`config.mk`:
```
export PLATFORM = sky130hd
export DESIGN_NAME = weekday_clock_timer
export DESIGN_NICKNAME = d
export VERILOG_FILES = /design/src/inc/weekday_clock_timer_pkg.sv /design/src/verilog/clock_divider.sv /design/src/verilog/time_counter.sv /design/src/verilog/weekday_clock_timer.sv
export SDC_FILE = /design/constraint.sdc
export NUM_CORES = 1
export LEC_CHECK = 0
export BUFFER_PORTS_ARGS = -buffer_cell sky130_fd_sc_hd__buf_2
export CAP_MARGIN = 15
export CELL_PAD_IN_SITES_DETAIL_PLACEMENT = 2
export CELL_PAD_IN_SITES_GLOBAL_PLACEMENT = 2
export CORE_ASPECT_RATIO = 0.8
export CORE_MARGIN = 5
export CORE_UTILIZATION = 35
export CTS_CLUSTER_DIAMETER = 80
export CTS_CLUSTER_SIZE = 10
export DETAILED_ROUTE_END_ITERATION = 10
export GPL_ROUTABILITY_DRIVEN = 0
export GPL_TIMING_DRIVEN = 0
export PLACE_DENSITY = 0.81
export SETUP_SLACK_MARGIN = 0.02
export SYNTH_ARGS = -nofsm -noshare
export SYNTH_HDL_FRONTEND = slang
export SYNTH_SLANG_ARGS = --single-unit
export TNS_END_PERCENT = 100
```
`constraint.sdc`:
```
create_clock -name clock_in -period 4.2 [get_ports clock_in]
set_input_delay 0.42 -clock clock_in [delete_from_list [all_inputs] [get_ports clock_in]]
set_output_delay 0.42 -clock clock_in [all_outputs]
set_load 0.01 [all_outputs]
```
`src/inc/weekday_clock_timer_pkg.sv`:
```
// Constants shared by the weekday clock timer and its sub-blocks.
package weekday_clock_timer_pkg;

	// Width of the control and peripheral address ports.
	localparam int ADDR_W = 7;
	// Width of the control register data and of the transfer buffer.
	localparam int CTRL_W = 4;
	localparam int BUF_W = 8;
	// Number of time counters in the cascade.
	localparam int NUM_COUNTERS = 4;

	// Control register addresses.
	localparam logic [ADDR_W-1:0] MODE_ADDR = 7'h06;
	localparam logic [ADDR_W-1:0] RESET_FLAGS_ADDR = 7'h07;
	localparam logic [ADDR_W-1:0] FAST_CARRY_ADDR = 7'h1E;
	localparam logic [ADDR_W-1:0] SLOW_CARRY_ADDR = 7'h1F;

	// Peripheral addresses of the counters, seconds in entry 0.
	localparam logic [NUM_COUNTERS-1:0][ADDR_W-1:0] COUNT_ADDR =
		{7'h1D, 7'h1C, 7'h1B, 7'h1A};
	// Last legal value of each counter, seconds in entry 0.
	localparam logic [NUM_COUNTERS-1:0][BUF_W-1:0] COUNT_LAST =
		{8'h06, 8'h17, 8'h3B, 8'h3B};

	// Bit positions in the mode and carry registers.
	localparam int OSC_SEL_BIT = 0;
	localparam int ADJ_OUT_BIT = 1;
	localparam int HOLD_BIT = 3;
	localparam int CARRY_BIT = 0;

	// Reset values of the control state.
	localparam logic [CTRL_W-1:0] MODE_RESET = 4'h0;
	localparam logic [CTRL_W-1:0] FLAGS_RESET = 4'h0;
	localparam logic [BUF_W-1:0] COUNT_RESET = 8'h00;

	// Oscillator rate and the divided rates, in Hz.
	localparam int OSC_HZ = 32768;
	localparam int FAST_HZ = 128;
	localparam int SLOW_HZ = 8;
	// Point within each second at which the hold freezes the divider, in ms.
	localparam int HOLD_MS = 500;

endpackage

```
`src/verilog/clock_divider.sv`:
```
// Oscillator divider producing the 128 Hz, 8 Hz and one second ticks.
`timescale 1ns/1ps
module clock_divider
	import weekday_clock_timer_pkg::*;
#(
	parameter int OSC_RATE = OSC_HZ
)
(
	// Clock and reset.
	input wire logic clock_in,
	input wire logic nrst_in,
	// Oscillator edge and hold control.
	input wire logic osc_edge_in,
	input wire logic hold_in,
	// Divided ticks, one cycle each.
	output logic fast_tick_out,
	output logic slow_tick_out,
	output logic second_tick_out
);
	// Counter width covering one full second of oscillator edges.
	localparam int DIV_W = $clog2(OSC_RATE);
	// Oscillator edges per fast and per slow carry.
	localparam int FAST_DIV = OSC_RATE / FAST_HZ;
	localparam int SLOW_DIV = OSC_RATE / SLOW_HZ;
	// Count at which half a second of division is complete.
	localparam logic [DIV_W-1:0] HOLD_POINT =
		DIV_W'(OSC_RATE * HOLD_MS / 1000 - 1);

	// All divider state.
	typedef struct packed {
		logic [DIV_W-1:0] count;
		logic fast;
		logic slow;
		logic second;
	} div_state_type;

	div_state_type st_ff;
	div_state_type nxt_st;

	// Advance on each oscillator edge unless frozen at the hold point.
	always_comb
	begin
		nxt_st = st_ff;
		nxt_st.fast = 1'b0;
		nxt_st.slow = 1'b0;
		nxt_st.second = 1'b0;
		if (osc_edge_in && !(hold_in && st_ff.count == HOLD_POINT))
		begin
			// Carries are taken from the count that is being left.
			nxt_st.fast = (int'(st_ff.count) % FAST_DIV) == FAST_DIV - 1;
			nxt_st.slow = (int'(st_ff.count) % SLOW_DIV) == SLOW_DIV - 1;
			nxt_st.second = int'(st_ff.count) == OSC_RATE - 1;
			nxt_st.count = DIV_W'(st_ff.count + 1'b1);
		end
	end

	// State register.
	always_ff @(posedge clock_in or negedge nrst_in)
	begin
		if (!nrst_in)
			st_ff <= '0;
		else
			st_ff <= nxt_st;
	end

	assign fast_tick_out = st_ff.fast;
	assign slow_tick_out = st_ff.slow;
	assign second_tick_out = st_ff.second;
endmodule

```
`src/verilog/time_counter.sv`:
```
// One modulo time counter with clear, load and carry.
`timescale 1ns/1ps
module time_counter
	import weekday_clock_timer_pkg::*;
#(
	parameter int WIDTH = BUF_W,
	parameter logic [WIDTH-1:0] LAST = WIDTH'(59)
)
(
	// Clock and reset.
	input wire logic clock_in,
	input wire logic nrst_in,
	// Control from the register side.
	input wire logic clear_in,
	input wire logic load_in,
	input wire logic [WIDTH-1:0] load_value_in,
	// Count step from the previous stage.
	input wire logic step_in,
	// Count and wrap carry.
	output logic [WIDTH-1:0] count_out,
	output logic carry_out
);
	// All counter state.
	typedef struct packed {
		logic [WIDTH-1:0] count;
	} cnt_state_type;

	cnt_state_type st_ff;
	cnt_state_type nxt_st;

	// Clear beats load, load beats counting.
	always_comb
	begin
		nxt_st = st_ff;
		if (clear_in)
			nxt_st.count = '0;
		else if (load_in)
			nxt_st.count = load_value_in;
		else if (step_in)
		begin
			// An illegal value keeps incrementing; its content is undefined.
			if (st_ff.count == LAST)
				nxt_st.count = '0;
			else
				nxt_st.count = WIDTH'(st_ff.count + 1'b1);
		end
	end

	// State register.
	always_ff @(posedge clock_in or negedge nrst_in)
	begin
		if (!nrst_in)
			st_ff <= '0;
		else
			st_ff <= nxt_st;
	end

	assign count_out = st_ff.count;
	// A held or reloaded counter gives no carry.
	assign carry_out = step_in && !clear_in && !load_in && st_ff.count == LAST;

endmodule

```
`src/verilog/weekday_clock_timer.sv`:
```
// Weekday clock timer: divider, counter cascade and register access.
// How it works
// - Divide oscillator to a second tick driving counters.
// - Divider sets carry flags at 128 and 8 Hz.
// - Fast carry reads in bit 0, read clears it.
// - Slow carry register behaves like the fast one.
// - Hold freezes divider at its half second point.
// - Hold is mode register bit 3 at 06H.
// - Mode bit 0 selects oscillator or port pins.
// - Mode bit 1 enables adjustment clock output pin.
// - Four 8-bit counters: 60, 60, 24, 7.
// - Seconds and minutes count 0..59 with carry.
// - Hours count 0..23, carry every 24 hours.
// - Days count 0..6, wrapping every seven days.
// - Out of range writes leave undefined content.
// - Counters read and written through transfer buffer.
// - Reset flags bits 0..3 hold counters at zero.
`timescale 1ns/1ps
module weekday_clock_timer
	import weekday_clock_timer_pkg::*;
#(
	parameter int OSC_RATE = OSC_HZ
)
(
	// Clock and reset.
	input wire logic clock_in,
	input wire logic nrst_in,
	// Oscillator clock from its pin.
	input wire logic osc_32k_in,
	// Control register port, 4 bits.
	input wire logic [ADDR_W-1:0] ctrl_addr_in,
	input wire logic ctrl_wr_in,
	input wire logic ctrl_rd_in,
	input wire logic [CTRL_W-1:0] ctrl_wdata_in,
	output logic [CTRL_W-1:0] ctrl_rdata_out,
	// Peripheral port through the transfer buffer, 8 bits.
	input wire logic [ADDR_W-1:0] periph_addr_in,
	input wire logic put_in,
	input wire logic get_in,
	input wire logic [BUF_W-1:0] transfer_buffer_in,
	output logic [BUF_W-1:0] transfer_buffer_out,
	// Pin functions.
	output logic osc_pin_select_out,
	output logic adjust_clock_pin_out
);
	// All register side state.
	typedef struct packed {
		logic osc_sync1;
		logic osc_sync2;
		logic osc_prev;
		logic osc_pin_select;
		logic adjust_clock_out_enable;
		logic divider_hold;
		logic [NUM_COUNTERS-1:0] counter_reset_flag;
		logic fast_carry_flag;
		logic slow_carry_flag;
		logic [CTRL_W-1:0] ctrl_rdata;
		logic [BUF_W-1:0] buf_rdata;
		logic adjust_pin;
	} top_state_type;

	top_state_type st_ff;
	top_state_type nxt_st;

	// Oscillator edge, only seen while the pins carry the oscillator.
	logic osc_edge;
	// Divider ticks.
	logic fast_tick;
	logic slow_tick;
	logic second_tick;
	// Counter values, steps, loads and carries, seconds in entry 0.
	logic [NUM_COUNTERS-1:0][BUF_W-1:0] count;
	logic [NUM_COUNTERS-1:0] step;
	logic [NUM_COUNTERS-1:0] load;
	logic [NUM_COUNTERS-1:0] carry;
	// Decoded control accesses.
	logic wr_mode;
	logic wr_flags;
	logic rd_fast;
	logic rd_slow;

	// The divider only sees edges when the oscillator pins are selected.
	assign osc_edge = st_ff.osc_sync2 && !st_ff.osc_prev &&
		st_ff.osc_pin_select;

	// Divider with hold taken from the mode register.
	clock_divider #(
		.OSC_RATE(OSC_RATE)
	) i_clock_divider (
		.clock_in(clock_in),
		.nrst_in(nrst_in),
		.osc_edge_in(osc_edge),
		.hold_in(st_ff.divider_hold),
		.fast_tick_out(fast_tick),
		.slow_tick_out(slow_tick),
		.second_tick_out(second_tick)
	);

	// One counter per time unit, chained by their carries.
	genvar i;
	generate
		for (i = 0; i < NUM_COUNTERS; i++)
		begin : g_count
			if (i == 0)
			begin : g_first
				assign step[i] = second_tick;
			end
			else
			begin : g_next
				assign step[i] = carry[i-1];
			end
			// A put to the counter's own address loads it.
			assign load[i] = put_in && periph_addr_in == COUNT_ADDR[i];
			time_counter #(
				.WIDTH(BUF_W),
				.LAST(COUNT_LAST[i])
			) i_time_counter (
				.clock_in(clock_in),
				.nrst_in(nrst_in),
				.clear_in(st_ff.counter_reset_flag[i]),
				.load_in(load[i]),
				.load_value_in(transfer_buffer_in),
				.step_in(step[i]),
				.count_out(count[i]),
				.carry_out(carry[i])
			);
		end
	endgenerate

	// Control access decode.
	assign wr_mode = ctrl_wr_in && ctrl_addr_in == MODE_ADDR;
	assign wr_flags = ctrl_wr_in && ctrl_addr_in == RESET_FLAGS_ADDR;
	assign rd_fast = ctrl_rd_in && ctrl_addr_in == FAST_CARRY_ADDR;
	assign rd_slow = ctrl_rd_in && ctrl_addr_in == SLOW_CARRY_ADDR;

	// Next state of synchroniser, registers, flags and read data.
	always_comb
	begin
		nxt_st = st_ff;
		// The first stage feeds only the second stage.
		nxt_st.osc_sync1 = osc_32k_in;
		nxt_st.osc_sync2 = st_ff.osc_sync1;
		nxt_st.osc_prev = st_ff.osc_sync2;
		// Mode register write; bit 2 has no function.
		if (wr_mode)
		begin
			nxt_st.osc_pin_select = ctrl_wdata_in[OSC_SEL_BIT];
			nxt_st.adjust_clock_out_enable = ctrl_wdata_in[ADJ_OUT_BIT];
			nxt_st.divider_hold = ctrl_wdata_in[HOLD_BIT];
		end
		// Reset flag write, one bit per counter.
		if (wr_flags)
			nxt_st.counter_reset_flag = ctrl_wdata_in;
		// A new carry wins over the clear by a read in the same cycle.
		nxt_st.fast_carry_flag = fast_tick ||
			(st_ff.fast_carry_flag && !rd_fast);
		nxt_st.slow_carry_flag = slow_tick ||
			(st_ff.slow_carry_flag && !rd_slow);
		// Control read data, only bit 0 of the mode register reads back.
		if (ctrl_rd_in)
		begin
			nxt_st.ctrl_rdata = '0;
			if (ctrl_addr_in == MODE_ADDR)
				nxt_st.ctrl_rdata[OSC_SEL_BIT] = st_ff.osc_pin_select;
			else if (rd_fast)
				nxt_st.ctrl_rdata[CARRY_BIT] = st_ff.fast_carry_flag;
			else if (rd_slow)
				nxt_st.ctrl_rdata[CARRY_BIT] = st_ff.slow_carry_flag;
			else if (ctrl_addr_in == RESET_FLAGS_ADDR)
				nxt_st.ctrl_rdata = st_ff.counter_reset_flag;
		end
		// Counter read through the transfer buffer; unmapped reads zero.
		if (get_in)
		begin
			nxt_st.buf_rdata = '0;
			for (int k = 0; k < NUM_COUNTERS; k++)
			begin
				if (periph_addr_in == COUNT_ADDR[k])
					nxt_st.buf_rdata = count[k];
			end
		end
		// The synchronised oscillator goes out while enabled.
		nxt_st.adjust_pin = st_ff.osc_sync2 &&
			st_ff.adjust_clock_out_enable;
	end

	// State register with defined reset values.
	always_ff @(posedge clock_in or negedge nrst_in)
	begin
		if (!nrst_in)
		begin
			st_ff <= '0;
			st_ff.counter_reset_flag <= FLAGS_RESET;
		end
		else
			st_ff <= nxt_st;
	end

	// Outputs straight from the state register.
	assign ctrl_rdata_out = st_ff.ctrl_rdata;
	assign transfer_buffer_out = st_ff.buf_rdata;
	assign osc_pin_select_out = st_ff.osc_pin_select;
	assign adjust_clock_pin_out = st_ff.adjust_pin;
endmodule

```
# After elaboration in Yosys (flattened, before gate mapping)
# Cells that the tools add are included.
classes:
  eq_ne: 16
  addsub: 5
  n_mux: 28
  n_reduce_logical: 40
op_table:
  columns: ["op", "count"]
  rows:
  - ["two-way mux 8 bit", 20]
  - ["== test 7 x 5 -> 1 bit (second input constant)", 6]
  - ["adder 8 x 1 -> 8 bit (second input constant)", 4]
  - ["logical AND 1 bit", 24]
  - ["== test 8 x 6 -> 1 bit (second input constant)", 2]
  - ["adder 15 x 1 -> 15 bit (second input constant)", 1]
  - ["== test 15 x 1 -> 1 bit (second input constant)", 1]
  - ["== test 15 x 14 -> 1 bit (second input constant)", 1]
  - ["== test 7 x 3 -> 1 bit (second input constant)", 2]
  - ["== test 12 x 1 -> 1 bit (second input constant)", 1]
  - ["two-way mux 3 bit", 4]
  - ["nonzero test 3 bit", 4]
  - ["logical NOT 1 bit", 10]
  - ["== test 8 x 1 -> 1 bit (second input constant)", 1]
  - ["== test 8 x 3 -> 1 bit (second input constant)", 1]
  - ["== test 8 x 5 -> 1 bit (second input constant)", 1]
  - ["two-way mux 4 bit", 1]
  - ["two-way mux 1 bit", 3]
  - ["logical OR 1 bit", 2]
word_totals:
  wordCells: 109
  ff_bits: 75

# Depth between registers and ports, before layout
logic_depth:
  depth_word: 14
  depth_mapped: 7
  ltp_nobuf: 7

# Hierarchy
# A second synthesis with hierarchy kept.
hier_totals:
  cells_unflattened: 457
  area_unflattened_um2: 4424.2
by_module_without_submodules:
  columns: ["mod", "cells_each", "area_per_inst_um2", "seq_area_each_um2", "instances"]
  rows:
  - ["weekday_clock_timer", 141, 1422.6, 625.6, 1]
  - ["time_counter (g_count[0].i_time_counter ...)", 62, 561.8, 200.2, 2]
  - ["clock_divider", 70, 814.5, 450.4, 1]
  - ["time_counter (g_count[3].i_time_counter)", 61, 535.5, 200.2, 1]
  - ["time_counter (g_count[2].i_time_counter)", 61, 528.0, 200.2, 1]

# Worst setup path after synthesis
# OpenSTA, ideal clock, no wires.
synth_timing:
  path_kind: "input to register"
  from: "input periph_addr_in[5]"
  to: "register g_count[0].i_time_counter.st_ff, in the netlist g_count[0].i_time_counter.count_out[1]"
  t_arrival_ns: 2.110
  path_stages: 7
  required_time_ns: 4.069
  setup_slack_ns: 1.959
  setup_time_ns: 0.131
  cell_sequence: "or4bb_1 or3_1 buf_2 clkbuf_1 buf_2 o21ai_0 nor2_1"
synth_via:
  elab_chain_cells: 4
synth_rtl:
  columns: ["item", "line", "source"]
  rows:
  - ["start: declaration", "weekday_clock_timer.sv:37", "input wire logic [ADDR_W-1:0] periph_addr_in,"]
  - ["== test 7 x 5 -> 1 bit (*)", "weekday_clock_timer.sv:113", "assign load[i] = put_in && periph_addr_in == COUNT_ADDR[i];"]
  - ["logical AND 1 bit (*)", "weekday_clock_timer.sv:113", null]
  - ["two-way mux 8 bit", "time_counter.sv:37", "else if (load_in)"]
  - ["two-way mux 8 bit", "time_counter.sv:35", "if (clear_in)"]
  - ["end signal: assignment", "time_counter.sv:55", "st_ff <= nxt_st;"]
  - ["end: declaration", "time_counter.sv:28", "cnt_state_type st_ff;"]
# Every way passes the cells marked *; elsewhere a longest branch is shown, timed or not.
# A chain may end at the register's enable or synchronous reset.

# Worst setup path in the final report
layout_timing:
  from: "register g_count[0].i_time_counter.st_ff, in the netlist g_count[0].i_time_counter.count_out[0]"
  to: "register g_count[3].i_time_counter.st_ff, in the netlist g_count[3].i_time_counter.count_out[5]"
layout_via:
  elab_chain_cells: 9
layout_rtl:
  columns: ["item", "line", "source"]
  rows:
  - ["== test 8 x 6 -> 1 bit", "time_counter.sv:60", "assign carry_out = step_in && !clear_in && !load_in && st_ff.count == LAST;"]
  - ["logical AND 1 bit (7 in series)", "time_counter.sv:60", null]
  - ["nonzero test 3 bit (no line)", null, null]
  - ["end signal: assignment", "time_counter.sv:55", null]
  - ["end: declaration", "time_counter.sv:28", null]
# Every way passes these cells.

==> flow_summary.json <==
{
  "synthFlopType": "dfrtp_1",
  "via_per_inst": 5.92,
  "cts_buffers": 9,
  "synth.distinct_cells": 64,
  "use_met3_pct": 4.47,
  "final-hold-violation-count": 0,
  "final_nets": 547,
  "yosysWarnings": 0,
  "vias": 3939,
  "core_area_mm2": 0.0121,
  "syn_area_per_cell_um2": 9.52,
  "cts_tree": "built",
  "final-max-slew-violation-count": 0,
  "grt_pass1_wl_um": 24100,
  "grt.busiest_layer": "met2",
  "die_h_um": 109,
  "cp.required_ps": 4440,
  "dp_hpwl_um": 11000,
  "seq_area_frac_synth_pct": 43.7,
  "finalCritPeriodShare_pct": 66.1,
  "final-setup-viol-count": 0,
  "synth.net_count": 490,
  "fmax_mhz": 360,
  "drv_cap": 0,
  "initial_core_util_pct": 35.5,
  "skew_ps": 7.49,
  "ys_ff_latch": 75,
  "syn-instance-count": 451,
  "htreeDepth": 3,
  "hold_class": "input port to asynchronous set/reset pin",
  "grt_pass1_vias": 4321,
  "ctsResizeCount": 0,
  "rrSetupSlack_ps": 1420,
  "hold_buffers": 0,
  "pin_count": 47,
  "syn_area_mm2": 0.00430,
  "use_met1_pct": 28.0,
  "worst_setup_path_end_kind": "flip-flop",
  "drt_pass1_iterations": 4,
  "antenna_found_initial": 0,
  "fin_crit_ps": 2780,
  "cp_max_fo": 10,
  "path_class": "flip-flop to flip-flop",
  "utilization_pct": 41.8,
  "fp.dieArea_mm2": 0.0146,
  "area_delta_synth_final_pct": 17.8,
  "start_kind": "flip-flop",
  "antennaDiodeCount": 0,
  "drive_gt1_share_pct": 20.3,
  "met2_usage_pct": 36.4,
  "std_cell_rows": 36,
  "synth_edf_count": 0,
  "p_per_area_mw_per_mm2": 397,
  "cts.sinks": 75,
  "drt_iter0_markers": 206,
  "portBuffers": 45,
  "worstMarginPinSlew_ps": 1190,
  "die_x_um": 134,
  "gr-total-overflow": 0,
  "rsz0062_at_grt": "false",
  "ant_nets": 0,
  "grt_max_degree": 43,
  "fin_tns_setup_ps": 0,
  "status": "completed",
  "cts.path.max_buffers": 2,
  "relSlewSlack_pct": 19.7,
  "worstPathArrival_ps": 3010,
  "post_cts.repair.setup_buffers": 0,
  "grt_usage_pct": 21.4,
  "clk_latency_ps": 340,
  "root_buffer": "clkbuf_16",
  "synth-async-reset-ratio_pct": 100,
  "p_leak_nw": 2.19,
  "clkTransAtPathRegs_ps": 60,
  "ir_drop_mv": 0.191,
  "wl_um": 15000,
  "avgRoutedWirePerCell_um": 22.6,
  "drc": 0
}
==> synthesized netlist by cell type (all sizes together), types with 3 or more instances <==
master   instances  area share (%)
dfrtp           75              44
nor2            55             4.8
nand2           34             3.0
nand3           27             3.3
buf             20             3.1
a22oi           18             3.1
inv             15             1.3
a31oi           14             2.2
a211oi          13             2.3
nor3            12             1.7
xnor2           12             2.4
mux2            10             2.6
o21ai           10             1.2
xor2            10             2.0
and3             9             1.3
nand4            9             1.7
a21oi            8            0.93
clkbuf           8            0.73
or3              8             1.3
a311oi           7             1.4
o22ai            7             1.0
ha               6             1.7
o31ai            6             1.0
nand3b           5            0.87
nand4b           4            0.82
nor4             4            0.58
and2             3            0.44
and4b            3            0.70
nor4bb           3            0.70
o211a            3            0.70
o2bb2ai          3            0.61
or3b             3            0.61
==> kinds of logic (layout without fill, tap and decap cells) <==
family | count (synthesis) | count (layout) | synth area share (%)
adder cells (fa/ha/maj) | 6 | 6 | 1.75
multiplexers | 12 | 12 | 3.09
flip-flops | 75 | 75 | 43.7
AND/OR/NAND/NOR | 192 | 192 | 24.4
buffers and inverters | 43 | 105 | 5.18
XOR/XNOR | 22 | 22 | 4.49
AO/OA/AOI/OAI | 101 | 101 | 17.4
==> per-layer routing <==
layer / vias to the layer above / part of all wire (%)
met3: 15 / 6.2
met5: - / 0
met4: 0 / 1.4
li1: 1791 / -
met1: 2021 / 45
met2: 112 / 48
==> critical path, cell delays in order, from the launching register on <==
cell      delay [ps]
dfrtp_1          480
ha_1             260
nand3b_1         230
nor3_4           590
nand4_4          300
or4_1            560
a311oi_1         250
==> registers in the layout, summed over array words and instances, names as in the netlist, 2 cells and up <==
| register | count |
|---|---|
| st_ff | 9 |
| transfer_buffer_out | 8 |
| ctrl_rdata_out | 4 |
| nxt_st | 2 |
| i_clock_divider.st_ff | 15 |
| g_count.i_time_counter.count_out | 32 |
==> power breakdown <==
part	switching [mW]	total, mW	internal, mW
Combinational	0.158	0.277	0.119
Clock	0.322	0.863	0.540
Sequential	0.0838	0.871	0.787
==> final cells by class <==
class                      count  area [µm²]
fill                        1333        7060
sequential                    75        1880
clock inverter                 5        85.1
clock buffer                  11         243
inverter                      15        56.3
buffer                        28         166
tap                          152         190
multi-input combinational    333        2200
timing repair buffer          46         248
==> through the flow <==
step	power [mW]	area, µm²	cells	setup WS (ps)	hold WS, ps
after global routing	2.10	5060	665	1190	75.1
after detailed placement	1.16	4730	649	1430	358
after floorplan	1.03	4300	451	1960	124
after global placement	1.13	4710	648	1470	336
after CTS	2.03	5060	665	1400	58.7
final	2.01	5060	665	1420	45.5
==> cells in the final DEF, fill, tap and decap left out, types with 3 or more instances in the layout <==
cell,instances
or3b_2,3
and2_1,3
nand3_1,26
a21oi_1,8
buf_4,14
a31oi_1,13
nor4_1,4
dfrtp_1,75
a311oi_1,7
xor2_1,10
o31ai_1,6
o2bb2ai_1,3
o21ai_0,10
nand3b_1,5
nor2_1,55
buf_1,3
clkbuf_1,8
or3_1,5
o22ai_1,7
a22oi_1,18
nand4_1,8
o211a_1,3
mux2_2,10
and3_1,9
nand4b_1,4
ha_1,6
buf_2,47
xnor2_1,12
clkbuf_16,9
nand2_1,34
a211oi_1,13
and4b_1,3
nor4bb_1,3
inv_1,15
nor3_1,11
==> path summary, 6_finish.rpt <==
path,from,endpoint,cells after the start
worst max register to register,g_count[0].i_time_counter.count_out[0],g_count[3].i_time_counter.count_out[5],6
worst min-delay path,nrst_in,g_count[2].i_time_counter.count_out[0],1
max in group asynchronous,nrst_in,g_count[3].i_time_counter.count_out[0],2
worst max-delay path,g_count[0].i_time_counter.count_out[0],g_count[3].i_time_counter.count_out[5],6
worst min register to register,nxt_st[23],nxt_st[22],0
min in group clock_in,osc_32k_in,nxt_st[23],1
No activity file was read; power rests on OpenSTA's default activity.
